## src/core/tmc_pkg.sv

```systemverilog
package tmc_pkg;

    // ------------------------------------------------------------------
    // register byte offsets
    // ------------------------------------------------------------------
    localparam logic [7:0] TMC_OFF_COUNT  = 8'h00;  // counter_value_reg
    localparam logic [7:0] TMC_OFF_CTRL   = 8'h04;  // control bits
    localparam logic [7:0] TMC_OFF_STATUS = 8'h08;  // sticky events, w1c
    localparam logic [7:0] TMC_OFF_MASK   = 8'h0C;  // interrupt mask
    localparam logic [7:0] TMC_OFF_WDOG   = 8'h10;  // watchdog prescaler tap offset; not decoded, reads zero

    // ------------------------------------------------------------------
    // control field positions
    // ------------------------------------------------------------------
    localparam int TMC_CTL_RATE_LSB = 0;  // prescale_rate[2:0]
    localparam int TMC_CTL_ASSIGN   = 3;  // prescaler_assign
    localparam int TMC_CTL_EDGE     = 4;  // source_edge_select (1 = falling)
    localparam int TMC_CTL_SOURCE   = 5;  // clock_source_select
    localparam int TMC_CTL_SLEEP    = 6;  // sleep request

    // ------------------------------------------------------------------
    // status field positions
    // ------------------------------------------------------------------
    localparam int TMC_ST_OVF = 0;  // overflow_flag
    localparam int TMC_ST_WRP = 1;  // prescaler wrap while serving watchdog

    // ------------------------------------------------------------------
    // reset values and counts
    // ------------------------------------------------------------------
    localparam logic [7:0] TMC_RST_COUNT = 8'h00;  // counter after reset
    localparam logic [6:0] TMC_RST_CTRL  = 7'h0F;  // prescaler to watchdog, rate 111
    localparam logic [1:0] TMC_RST_MASK  = 2'h0;   // all masked
    localparam logic [1:0] TMC_INHIBIT_CYCLES = 2'h2;  // hold-off after counter write
    localparam logic [1:0] TMC_PHASES   = 2'h3;    // last phase index of a cycle

    // ------------------------------------------------------------------
    // ahb constants
    // ------------------------------------------------------------------
    localparam logic [1:0] TMC_HTRANS_NONSEQ = 2'h2;  // nonsequential
    localparam logic [1:0] TMC_HTRANS_SEQ    = 2'h3;  // sequential

endpackage : tmc_pkg

```

## src/core/tmc_prescaler.sv

```systemverilog
`timescale 1ns/1ps

// hidden 8-bit ripple-style prescaler; tick per selected ratio
module tmc_prescaler #(
    parameter int WIDTH = 8                      // prescaler stages
) (
    input  wire logic             hclk,          // clock
    input  wire logic             hresetn,       // async reset, active low
    input  wire logic             clr,           // synchronous clear
    input  wire logic             step,          // one source event
    input  wire logic [2:0]       rate,          // ratio select 2^(k+1)
    output logic                  tick,          // one-cycle divided pulse
    output logic [WIDTH-1:0]      value          // raw count for watchdog tap
);
    import tmc_pkg::*;

    // ------------------------------------------------------------------
    // state
    // ------------------------------------------------------------------
    typedef struct packed {
        logic [WIDTH-1:0] cnt;                   // prescale count
        logic             tick;                  // registered tick
    } tmc_psc_s;

    tmc_psc_s st_r;                              // current state
    tmc_psc_s st_nxt;                            // next state
    logic [WIDTH-1:0] lowmask;                   // bits up to and including selected tap

    // ------------------------------------------------------------------
    // tap mask per bit
    // ------------------------------------------------------------------
    genvar gi;
    generate
        for (gi = 0; gi < WIDTH; gi++) begin : g_mask
            assign lowmask[gi] = (gi <= int'(rate));  // RULE16
        end
    endgenerate

    // next state: counts every source event, clears on request
    always_comb begin
        st_nxt      = st_r;
        st_nxt.tick = 1'b0;
        if (clr) begin
            st_nxt.cnt = '0;                     // RULE11
        end else if (step) begin
            st_nxt.cnt = st_r.cnt + 1'b1;        // RULE17
            // tick when all bits up to the tap roll to zero
            st_nxt.tick = ((st_r.cnt & lowmask) == lowmask);  // RULE8
        end
    end

    // registers
    always_ff @(posedge hclk or negedge hresetn) begin
        if (!hresetn) begin
            st_r <= '0;
        end else begin
            st_r <= st_nxt;
        end
    end

    assign tick  = st_r.tick;
    assign value = st_r.cnt;

endmodule : tmc_prescaler

```

## src/core/tmc_timer.sv

```systemverilog
`timescale 1ns/1ps

// Notes on behaviour
// RULE1: 8-bit counter, software read and write
// RULE2: source clear counts instruction cycles
// RULE3: counter write inhibits two cycles
// RULE4: edge select picks rising or falling
// RULE5: source set counts external pin
// RULE6: one prescaler, timer or watchdog
// RULE7: assign clear gives prescaler to timer
// RULE8: eight ratios, 1:2 to 1:256
// RULE9: assign set gives timer 1:1
// RULE10: prescaler count not software visible
// RULE11: counter write clears assigned prescaler
// RULE12: software order when moving prescaler
// RULE13: wrap sets sticky flag, software clears
// RULE14: external events sampled at phases two, four
// RULE15: sleep freezes counter, no wake
// RULE16: rate k divides by 2^(k+1)
// RULE17: increment per prescaler tick
module tmc_timer #(
    parameter int PSC_WIDTH = 8                          // prescaler stages
) (
    input  wire logic                 hclk,              // 125 MHz clock
    input  wire logic                 hresetn,           // async reset, active low
    input  wire logic                 hsel,              // slave select
    input  wire logic [7:0]           haddr,             // byte address
    input  wire logic [1:0]           htrans,            // transfer type
    input  wire logic                 hwrite,            // write strobe
    input  wire logic [2:0]           hsize,             // transfer size
    input  wire logic                 hready,            // bus ready in
    input  wire logic [31:0]          hwdata,            // write data
    output logic [31:0]               hrdata,            // read data
    output logic                      hreadyout,         // slave ready
    output logic                      hresp,             // response, always okay
    input  wire logic                 external_count_input,  // count pin
    output logic                      wdog_tick,         // prescaled watchdog pulse
    output logic                      irq                // level interrupt
);
    import tmc_pkg::*;

    // ------------------------------------------------------------------
    // state
    // ------------------------------------------------------------------
    typedef struct packed {
        logic [7:0]  counter_value;                      // count
        logic [6:0]  ctrl;                               // control bits
        logic [1:0]  status;                             // sticky events
        logic [1:0]  mask;                               // interrupt enables
        logic [1:0]  inhibit;                            // remaining hold-off cycles
        logic [1:0]  phase;                              // phase within instr cycle
        logic        pin_s;                              // sampled pin
        logic        pin_d;                              // previous sample
        logic        pend;                               // edge waiting for phase
        logic        dph_valid;                          // data phase pending
        logic        dph_write;                          // pending is write
        logic [7:0]  dph_addr;                           // pending address
        logic [31:0] rdata;                              // read data
        logic        irq;                                // interrupt out
        logic        wdog_tick;                          // watchdog pulse out
    } tmc_state_s;

    tmc_state_s st_r;                                    // current state
    tmc_state_s st_nxt;                                  // next state

    // ------------------------------------------------------------------
    // decoded control
    // ------------------------------------------------------------------
    logic [2:0]           prescale_rate;                 // ratio field
    logic                 prescaler_assign;              // 1 = watchdog
    logic                 source_edge_select;            // 1 = falling edge
    logic                 clock_source_select;           // 1 = external pin
    logic                 sleep_req;                     // processor sleeping
    logic                 addr_ok;                       // valid address phase
    logic                 cnt_wr;                        // counter written now
    logic                 instr_cycle;                   // one instruction cycle
    logic                 edge_hit;                      // active pin edge seen
    logic                 src_event;                     // selected source event
    logic                 psc_step;                      // prescaler input
    logic                 psc_clr;                       // prescaler clear
    logic                 psc_tick;                      // prescaler output
    logic                 inc;                           // counter increment

    assign prescale_rate       = st_r.ctrl[TMC_CTL_RATE_LSB +: 3];
    assign prescaler_assign    = st_r.ctrl[TMC_CTL_ASSIGN];
    assign source_edge_select  = st_r.ctrl[TMC_CTL_EDGE];
    assign clock_source_select = st_r.ctrl[TMC_CTL_SOURCE];
    assign sleep_req           = st_r.ctrl[TMC_CTL_SLEEP];

    assign addr_ok = hsel && hready && (htrans == TMC_HTRANS_NONSEQ || htrans == TMC_HTRANS_SEQ);
    assign cnt_wr  = st_r.dph_valid && st_r.dph_write && (st_r.dph_addr == TMC_OFF_COUNT);

    // ------------------------------------------------------------------
    // event sources
    // ------------------------------------------------------------------
    // four clocks make one instruction cycle, phases 0..3
    assign instr_cycle = (st_r.phase == TMC_PHASES);
    // active edge by polarity select
    assign edge_hit = source_edge_select ? (st_r.pin_d && !st_r.pin_s)   // RULE4
                                         : (!st_r.pin_d && st_r.pin_s);
    // pending edge released only on phase two or four
    assign src_event = clock_source_select ? (st_r.pend && st_r.phase[0])  // RULE5 RULE14
                                           : instr_cycle;                   // RULE2

    // frozen while sleeping: nothing steps
    assign psc_step = src_event && !sleep_req;                              // RULE15
    // clear on counter write only while serving the timer
    assign psc_clr  = cnt_wr && !prescaler_assign;                          // RULE11

    // one prescaler, served to timer or watchdog
    tmc_prescaler #(
        .WIDTH (PSC_WIDTH)
    ) u_psc (
        .hclk    (hclk),
        .hresetn (hresetn),
        .clr     (psc_clr),
        .step    (psc_step),
        .rate    (prescale_rate),
        .tick    (psc_tick),
        .value   ()                                      // count stays hidden here
    );

    // timer sees divided tick or the raw event
    assign inc = prescaler_assign ? psc_step                                // RULE6 RULE9
                                  : psc_tick;                               // RULE7 RULE17

    // ------------------------------------------------------------------
    // next-state logic
    // ------------------------------------------------------------------
    always_comb begin
        st_nxt           = st_r;
        st_nxt.wdog_tick = psc_tick && prescaler_assign;                    // RULE6
        // phase counter runs always
        st_nxt.phase = st_r.phase + 2'h1;
        // pin sampling
        st_nxt.pin_s = external_count_input;
        st_nxt.pin_d = st_r.pin_s;
        if (edge_hit) begin
            st_nxt.pend = 1'b1;
        end else if (st_r.phase[0]) begin
            st_nxt.pend = 1'b0;                                             // RULE14
        end
        // hold-off count down per instruction cycle
        if (st_r.inhibit != 2'h0 && instr_cycle) begin
            st_nxt.inhibit = st_r.inhibit - 2'h1;
        end
        // counter increment with wrap event
        if (inc && st_r.inhibit == 2'h0) begin                              // RULE3
            st_nxt.counter_value = st_r.counter_value + 8'h01;              // RULE1
            if (st_r.counter_value == 8'hFF) begin
                st_nxt.status[TMC_ST_OVF] = 1'b1;                           // RULE13
            end
        end
        // prescaler wrap while serving watchdog
        // data phase writes
        if (st_r.dph_valid && st_r.dph_write) begin
            unique case (st_r.dph_addr)
                TMC_OFF_COUNT: begin
                    st_nxt.counter_value = hwdata[7:0];                     // RULE1
                    st_nxt.inhibit       = TMC_INHIBIT_CYCLES;              // RULE3
                end
                TMC_OFF_CTRL: begin
                    st_nxt.ctrl = hwdata[6:0];
                end
                TMC_OFF_STATUS: begin
                    // write one clears; hardware set below wins
                    st_nxt.status = st_nxt.status & ~hwdata[1:0];
                end
                TMC_OFF_MASK: begin
                    st_nxt.mask = hwdata[1:0];
                end
                default: begin
                end
            endcase
        end
        // events re-applied so set beats clear
        if (inc && st_r.inhibit == 2'h0 && st_r.counter_value == 8'hFF) begin
            st_nxt.status[TMC_ST_OVF] = 1'b1;                               // RULE13
        end
        if (st_nxt.wdog_tick) begin
            st_nxt.status[TMC_ST_WRP] = 1'b1;
        end
        // address phase capture
        st_nxt.dph_valid = addr_ok;
        st_nxt.dph_write = hwrite;
        st_nxt.dph_addr  = haddr;
        // read data, prescaler count never mapped
        st_nxt.rdata = 32'h0000_0000;                                       // RULE10
        if (addr_ok && !hwrite) begin
            unique case (haddr)
                TMC_OFF_COUNT:  st_nxt.rdata = {24'h00_0000, st_nxt.counter_value};
                TMC_OFF_CTRL:   st_nxt.rdata = {25'h000_0000, st_nxt.ctrl};
                TMC_OFF_STATUS: st_nxt.rdata = {30'h0000_0000, st_nxt.status};
                TMC_OFF_MASK:   st_nxt.rdata = {30'h0000_0000, st_nxt.mask};
                default:        st_nxt.rdata = 32'h0000_0000;
            endcase
        end
        // interrupt level, no wake while sleeping
        st_nxt.irq = |(st_nxt.status & st_nxt.mask) && !st_nxt.ctrl[TMC_CTL_SLEEP];  // RULE15
    end

    // ------------------------------------------------------------------
    // registers
    // ------------------------------------------------------------------
    always_ff @(posedge hclk or negedge hresetn) begin
        if (!hresetn) begin
            st_r               <= '0;
            st_r.counter_value <= TMC_RST_COUNT;
            st_r.ctrl          <= TMC_RST_CTRL;
            st_r.mask          <= TMC_RST_MASK;
        end else begin
            st_r <= st_nxt;
        end
    end

    // ------------------------------------------------------------------
    // outputs
    // ------------------------------------------------------------------
    assign hrdata    = st_r.rdata;
    assign hreadyout = 1'b1;
    assign hresp     = 1'b0;
    assign irq       = st_r.irq;
    assign wdog_tick = st_r.wdog_tick;

endmodule : tmc_timer
```

## config.mk

```make
export PLATFORM = sky130hd
export DESIGN_NAME = tmc_timer
export DESIGN_NICKNAME = d
export VERILOG_FILES = /design/src/core/tmc_pkg.sv /design/src/core/tmc_prescaler.sv /design/src/core/tmc_timer.sv
export SDC_FILE = /design/constraint.sdc
export NUM_CORES = 1
export LEC_CHECK = 0
export BUFFER_PORTS_ARGS = -buffer_cell sky130_fd_sc_hd__buf_2
export CELL_PAD_IN_SITES_DETAIL_PLACEMENT = 1
export CELL_PAD_IN_SITES_GLOBAL_PLACEMENT = 1
export CORE_MARGIN = 2
export CORE_UTILIZATION = 40
export CTS_BUF_LIST = sky130_fd_sc_hd__clkbuf_8
export DETAILED_ROUTE_END_ITERATION = 10
export GPL_TIMING_DRIVEN = 0
export MAX_ROUTING_LAYER = met4
export PLACE_DENSITY_LB_ADDON = 0.1
export SETUP_SLACK_MARGIN = 0.3
export SLEW_MARGIN = 40
export SYNTH_ARGS = -nofsm -noshare
export SYNTH_HDL_FRONTEND = slang
export SYNTH_HIERARCHICAL = 1
export SYNTH_SLANG_ARGS = --single-unit
```

## constraint.sdc

```tcl
create_clock -name hclk -period 2.1 [get_ports hclk]
set_clock_uncertainty 0.05 [all_clocks]
set_input_delay 0.21 -clock hclk [delete_from_list [all_inputs] [get_ports hclk]]
set_output_delay 0.21 -clock hclk [all_outputs]
set_load 0.1 [all_outputs]
```

==> results.toml, run 1 <==
[floorplan]
design.portCount = 87
die_w_um = 88.1
floorplan.die_area_um2 = 7750
floorplan.initialDensity_pct = 41.4
die_y_um = 88.1
design.core.area_um2 = 6830
number_of_placement_rows = 30

[detailed_routing]
drtPass1Iterations = 4
drt.antenna.violating_nets = 0
drc = 0
wl_um = 6950
route.detailed.wl_per_inst_um = 15.1
post_drt_via_cell_ratio = 4.90
route.vias.total = 2253
drc_marker_count_from_the_first_detailed_route_iteration = 98

[yosys]
yosys_most_used_dff = "dfrtp_1"
synth_seq_cells = 55
combinational_family_with_the_most_area_after_synthesis = "simple AND/OR/NAND/NOR gates"
syn_avg_cell_area_um2 = 10.4
syn_area_um2 = 2830
synth_top_area_share_pct = 45.2
synth.top_cells.by_area = "dfrtp_1 (45%), buf_4 (9.0%), nor2_1 (4.5%), dfstp_2 (3.7%), mux2_2 (3.2%)"
post_synth_xor_area_fraction_pct = 4.03
netlist_instances = 272
synth_fa_ha_area_share_pct = 1.77
synth-simple-area-share_pct = 19.7
yosys.cell_types.count = 51
yosys.area.top_type = "dfrtp_1"
synth-warning-count = 6
synthMuxAreaShare_pct = 4.43
seq_area_frac_synth_pct = 48.9
synth-edff-count = 0
ys_async_rst_share_pct = 100
synth_compound_area_share_pct = 9.34

[pwr]
power_per_cell_area_nw_per_um2 = 828
pwr-share-seq_pct = 44.8
swShare_pct = 35.5
p_leak_uw = 0.00178
p_int_uw = 2030
power_switching_uw = 1120
comb_power_share_pct = 29.0
peakVddDrop_mv = 0.306
clockPowerShare_pct = 26.2

[clocking]
clock_input_transition_at_the_sequential_cells_of_the_worst_setup_and_hold_paths_ns = 0.10
cts_tree = "built"
clock_tree.htree_level_count = 2
cts_bufs_inserted = 5
clk_latency_ns = 0.32
ctsRootBufferMaster = "clkbuf_8"
cts-root-to-sink-buffers = 2
clock_sinks = 55

[critical_path]
critical_path_arrival_ns = 2.15
setup.worst_path.end_class = "flop"
crit-reg2reg-capture = "hrdata[0]"
worstPathCellList = "nor4_4 -> and2_4 -> nand3b_4 -> buf_8 -> mux2_4 -> a32oi_2 -> a31oi_2"
crit_path_max_incr_delay_ns = 0.40
cp_data_required_time_ns = 2.23
cp_num_buf_inv = 1
critical_path_class = "flop to flop"
slowest_cell_on_the_critical_path = "dfrtp_1"
r2r-start = "st_r[34]"
setup.worst_path.start_class = "flop"
path_max_fanout = 5
reg2regPathDepth = 7
crit_family = "simple AND/OR/NAND/NOR gates"
setup.reg_to_reg.worst_slack_ns = 0.08

[timing]
fin_hold_ws_ns = 0.0190
timing_max_transition_violations_final = 0
final-setup-viol-count = 0
fmax_ghz = 0.494
min_period_ns = 2.02
final-hold-violation-count = 0
fin_crit_sh_pct = 96.3
totalNegativeSetupSlack_ns = 0
timing.max_slew.rel_slack_pct = 54.0
timing_worst_slew_pin_value_ns = 0.690
grt_setup_unrepaired = "true"

[finish]
num_antenna_cells = 0
finalNetCount = 418
flow.area_growth_from_synthesis_pct = 34.4
post_route_cells_drive_above_1_share_pct = 39.0

[min_path]
hold_path.startpoint = "haddr[3]"
worst_hold_path_ep = "st_r[37]"
min_delay_path_depth = 1
min-delay-path-class = "input port to flop"

[grt]
grt_pass1_wl_um = 10900
groute.usage.overall_pct = 19.3
first_global_vias = 2220
globalRoute.totalOverflow = 0
initial_antenna_violation_count = 0
grt_start_max_net_pins = 56

[job]
number_of_violations_of_the_max_capacitance_limit = 0

[place]
buffer_ports.inserted = 32
gp_routability_congestion = 0.803
hpwl_um = 4770

[outcome]
run_status = "finished clean"
==> layer usage <==
layer / vias to the layer above / wire length [µm] / global-route usage [%]
li1: 1067 / - / -
met1: 1106 / 3020 / 23.6
met2: 72 / 3500 / 32.0
met3: 8 / 345 / 2.83
met4: 0 / 82 / 7.99
met5: - / 0 / -
==> sequential cells by signal, summed over array words and instances (netlist names), 3 cells and up <==
name           cells
prescale_rate      3
st_r              28
u_psc/value        8
hrdata             8
==> repair_timing <==
action / 4_1_cts / 5_1_grt
buffers inserted: 9 / 9
hold endpoints to repair: 60 / 0
pin swaps: 11 / 14
gates cloned: 0 / 0
endpoints found under the setup margin: 26 / 28
hold buffers: 10 / 0
gates resized for setup: 21 / 25
==> kinds of logic (layout without fill, tap and decap cells) <==
family,Yosys count,count (layout)
flops,55,55
compound gates,35,35
mux,11,11
other cells,2,26
xor+xnor,13,13
simple gates,103,103
fa+ha+maj,4,4
buf+inv,49,117
==> cell usage after synthesis (all sizes together) (2+ instances only) <==
library cell / number
dfrtp: 51
buf: 39
nor2: 34
nand2: 15
nand3: 11
mux2: 9
a21oi: 7
xor2: 7
inv: 6
nand2b: 6
nor3: 6
nor4: 6
xnor2: 6
nand4: 5
o21ai: 5
a22oi: 4
and2: 4
clkbuf: 4
dfstp: 4
ha: 4
or3: 4
a32o: 3
and3: 3
nor3b: 3
a211oi: 2
a221o: 2
a31oi: 2
a32oi: 2
conb: 2
mux2i: 2
nand4b: 2
o211ai: 2
o31ai: 2
==> layout by cell type, fill, tap and decap left out, types with 5 or more instances in the layout <==
cell	synthesis	routed
nand3_1	11	10
nand2b_1	6	6
nand2_1	15	15
xnor2_1	6	6
dfrtp_1	51	51
conb_1	2	26
buf_2	2	32
clkbuf_8	0	5
mux2_2	8	6
nand4_1	5	5
nor2_1	34	31
dlygate4sd3_1	0	10
xor2_1	7	7
inv_1	6	5
buf_4	34	52
a21oi_1	7	6
==> how the worst max path moves through the flow <==
| stage | start | endpoint | slack [ns] | cells after the start |
|---|---|---|---|---|
| CTS | st_r[41] | hrdata[0] | 0.08 | 7 |
| global route | st_r[47] | hrdata[0] | 0.02 | 8 |
| floorplan | st_r[34] | hrdata[0] | 0.29 | 7 |
| detailed placement | st_r[34] | hrdata[4] | -0.11 | 6 |
| global placement | st_r[34] | u_psc/tick | -0.07 | 7 |
| finish | st_r[34] | hrdata[0] | 0.08 | 7 |
==> area by class of cell <==
class	instances	area, µm²
fill	791	3030
multi-input combinational	192	1400
sequential	55	1380
timing repair buffer	60	414
buffer	43	332
tap	96	120
clock buffer	5	68.8
clock inverter	3	63.8
inverter	6	22.5
==> power by group through the flow <==
stage               Combinational (µW)  Sequential, µW  Clock, µW
floorplan                          611            1370          0
global placement                   728            1410          0
detailed placement                 751            1420          0
CTS                                866            1400        852
global route                      1000            1430        879
finish                             913            1410        824
==> per-stage QoR <==
stage	area [µm²]	utilization, %	setup slack (ns)	power (µW)	std cells
finish	3800	55.6	0.0767	3150	460
global route	3800	55.6	0.0189	3310	460
CTS	3610	52.8	0.0793	3120	451
detailed placement	3210	46.9	-0.109	2170	424
global placement	3200	46.9	-0.0726	2140	424
floorplan	2920	-	0.286	1980	296
Power figures use the tool's default switching activity.
==> run 2: changes to the inputs <==
--- a/config.mk
+++ b/config.mk
@@ -8,11 +8,12 @@
 export BUFFER_PORTS_ARGS = -buffer_cell sky130_fd_sc_hd__buf_2
 export CELL_PAD_IN_SITES_DETAIL_PLACEMENT = 1
 export CELL_PAD_IN_SITES_GLOBAL_PLACEMENT = 1
-export CORE_MARGIN = 2
+export CORE_MARGIN = 3
 export CORE_UTILIZATION = 40
 export CTS_BUF_LIST = sky130_fd_sc_hd__clkbuf_8
 export DETAILED_ROUTE_END_ITERATION = 10
 export GPL_TIMING_DRIVEN = 0
+export HOLD_SLACK_MARGIN = 0.12
 export MAX_ROUTING_LAYER = met4
 export PLACE_DENSITY_LB_ADDON = 0.1
 export SETUP_SLACK_MARGIN = 0.3
==> constraint.sdc (replaced) <==
create_clock -name hclk -period 2.1 [get_ports hclk]
set_clock_uncertainty 0.05 [all_clocks]
set_input_delay 0 -clock hclk [delete_from_list [all_inputs] [get_ports hclk]]
set_output_delay 0 -clock hclk [all_outputs]
set_load 0.1 [all_outputs]
==> run 2 against run 1 <==
Effect of this change: worst hold slack better by 0.21 ns; register-to-register slack better by 0.02 ns; sequential power hardly changed; via count up 2.7%; count of clock-buffer cells in the layout stayed put; global-route usage fell by 0.41 points; critical endpoint unchanged.
==> results.toml, run 2 (synthesis gave the netlist of run 1 again) <==
[floorplan]
number_of_placement_rows = 30
floorplan.die_area_um2 = 8110
die_w_um = 90.1
die_y_um = 90.1
design.core.area_um2 = 6830
design.portCount = 87
floorplan.initialDensity_pct = 41.4

[grt]
globalRoute.totalOverflow = 0
groute.usage.overall_pct = 18.9
grt_start_max_net_pins = 56
initial_antenna_violation_count = 0
first_global_vias = 2399
grt_pass1_wl_um = 12000

[timing]
final-setup-viol-count = 0
fmax_ghz = 0.498
timing.max_slew.rel_slack_pct = 54.3
final-hold-violation-count = 0
grt_setup_unrepaired = "true"
timing_max_transition_violations_final = 0
min_period_ns = 2.01
timing_worst_slew_pin_value_ns = 0.685
fin_crit_sh_pct = 95.5

[detailed_routing]
drc_marker_count_from_the_first_detailed_route_iteration = 72
route.vias.total = 2314
route.detailed.wl_per_inst_um = 16.1
drtPass1Iterations = 4
drc = 0
post_drt_via_cell_ratio = 4.89
wl_um = 7600
drt.antenna.violating_nets = 0

[critical_path]
r2r-start = "st_r[34]"
setup.worst_path.start_class = "flop"
worstPathCellList = "nor4_4 -> and2_4 -> nand3b_4 -> buf_8 -> mux2_4 -> a32oi_2 -> a31oi_1"
path_max_fanout = 3
setup.reg_to_reg.worst_slack_ns = 0.09
setup.worst_path.end_class = "flop"
crit-reg2reg-capture = "hrdata[0]"
critical_path_arrival_ns = 2.14
slowest_cell_on_the_critical_path = "dfrtp_1"
critical_path_class = "flop to flop"
crit_path_max_incr_delay_ns = 0.41
cp_data_required_time_ns = 2.23
reg2regPathDepth = 7

[clocking]
clock_tree.htree_level_count = 2
ctsRootBufferMaster = "clkbuf_8"
cts-root-to-sink-buffers = 2
clk_latency_ns = 0.31
cts_bufs_inserted = 5
clock_sinks = 55
clock_input_transition_at_the_sequential_cells_of_the_worst_setup_and_hold_paths_ns = 0.10
cts_tree = "built"

[finish]
post_route_cells_drive_above_1_share_pct = 38.5
finalNetCount = 431
mostFrequentLayoutCells = "buf_4 (54), dfrtp_1 (51), nor2_1 (34)"
num_antenna_cells = 0
flow.area_growth_from_synthesis_pct = 36.3
max_flop_register = "st_r"
fin_area_um2 = 3850
leading_cell_type_in_the_layout_fill_and_taps_excluded = "buf_4"
largest_register_ff_count = 28

[min_path]
min-delay-path-class = "input port to asynchronous set/reset pin"

[pwr]
peakVddDrop_mv = 0.309
clockPowerShare_pct = 19.6
swShare_pct = 38.3
comb_power_share_pct = 32.3
p_leak_uw = 0.00181
p_int_uw = 1800
power_switching_uw = 1120
power_per_cell_area_nw_per_um2 = 759
report.power.total_uw = 2920
pwr-share-seq_pct = 48.1

[place]
hpwl_um = 4900
gp_routability_congestion = 0.750
buffer_ports.inserted = 32
dpl_cell_area_um2 = 3210

[job]
number_of_violations_of_the_max_capacitance_limit = 0

[outcome]
run_status = "finished clean"
==> run 2: area by class of cell <==
| class | count | area, µm² |
|---|---|---|
| Buffer | 43 | 324 |
| Clock inverter | 3 | 16.3 |
| Clock buffer | 5 | 68.8 |
| Fill cell | 775 | 2980 |
| Timing Repair Buffer | 73 | 537 |
| Inverter | 6 | 22.5 |
| Tap cell | 96 | 120 |
| Sequential cell | 55 | 1380 |
| Multi-Input combinational cell | 192 | 1380 |
==> run 2: metrics by stage <==
| step | setup slack [ns] | utilization [%] | setup TNS [ns] | cells | hold slack (ns) |
|---|---|---|---|---|---|
| detailed placement | -0.157 | 46.9 | -0.838 | 424 | 0.0499 |
| global route | 0.0459 | 56.4 | 0 | 473 | 0.285 |
| finish | 0.0938 | 56.4 | 0 | 473 | 0.228 |
| CTS | 0.0491 | 54.5 | 0 | 465 | 0.253 |
| floorplan | 0.286 | - | 0 | 296 | -0.346 |
| global placement | -0.0804 | 46.9 | -0.238 | 424 | 0.0600 |
==> run 2: critical path, delay by kind of cell, from the launching register on <==
family / cells / cell delay (ns)
buffers and inverters: 1 / 0.13
AND/OR/NAND/NOR: 3 / 0.61
flip-flops: 1 / 0.41
AO/OA/AOI/OAI: 2 / 0.37
multiplexers: 1 / 0.30
==> run 2: worst max-delay path by stage <==
stage	start	end	slack (ns)	depth (start not counted)
CTS	st_r[41]	hrdata[0]	0.05	7
detailed placement	st_r[34]	u_psc/tick	-0.16	7
global route	st_r[34]	hrdata[1]	0.05	7
floorplan	st_r[34]	hrdata[0]	0.29	7
finish	st_r[34]	hrdata[0]	0.09	7
global placement	st_r[34]	u_psc/tick	-0.08	7
==> run 2: per-layer routing <==
layer / track usage, % / wire, µm / vias up
li1: - / - / 1091
met1: 24.2 / 3370 / 1154
met2: 31.0 / 3870 / 58
met3: 2.59 / 232 / 11
met4: 6.12 / 128 / 0
met5: - / 0 / -
==> run 2: what timing repair did <==
item / in CTS / in global routing
gates resized for setup: 23 / 20
gates cloned: 0 / 1
pin swaps: 15 / 11
buffers inserted: 12 / 7
endpoints found under the hold margin: 93 / 0
setup endpoints to repair: 25 / 28
hold buffers: 21 / 0
==> run 2: power groups by stage <==
stage	Clock (µW)	Sequential [µW]	Combinational, µW
global placement	0	1410	730
floorplan	0	1370	611
CTS	603	1400	858
finish	572	1410	944
detailed placement	0	1420	752
global route	642	1430	1030
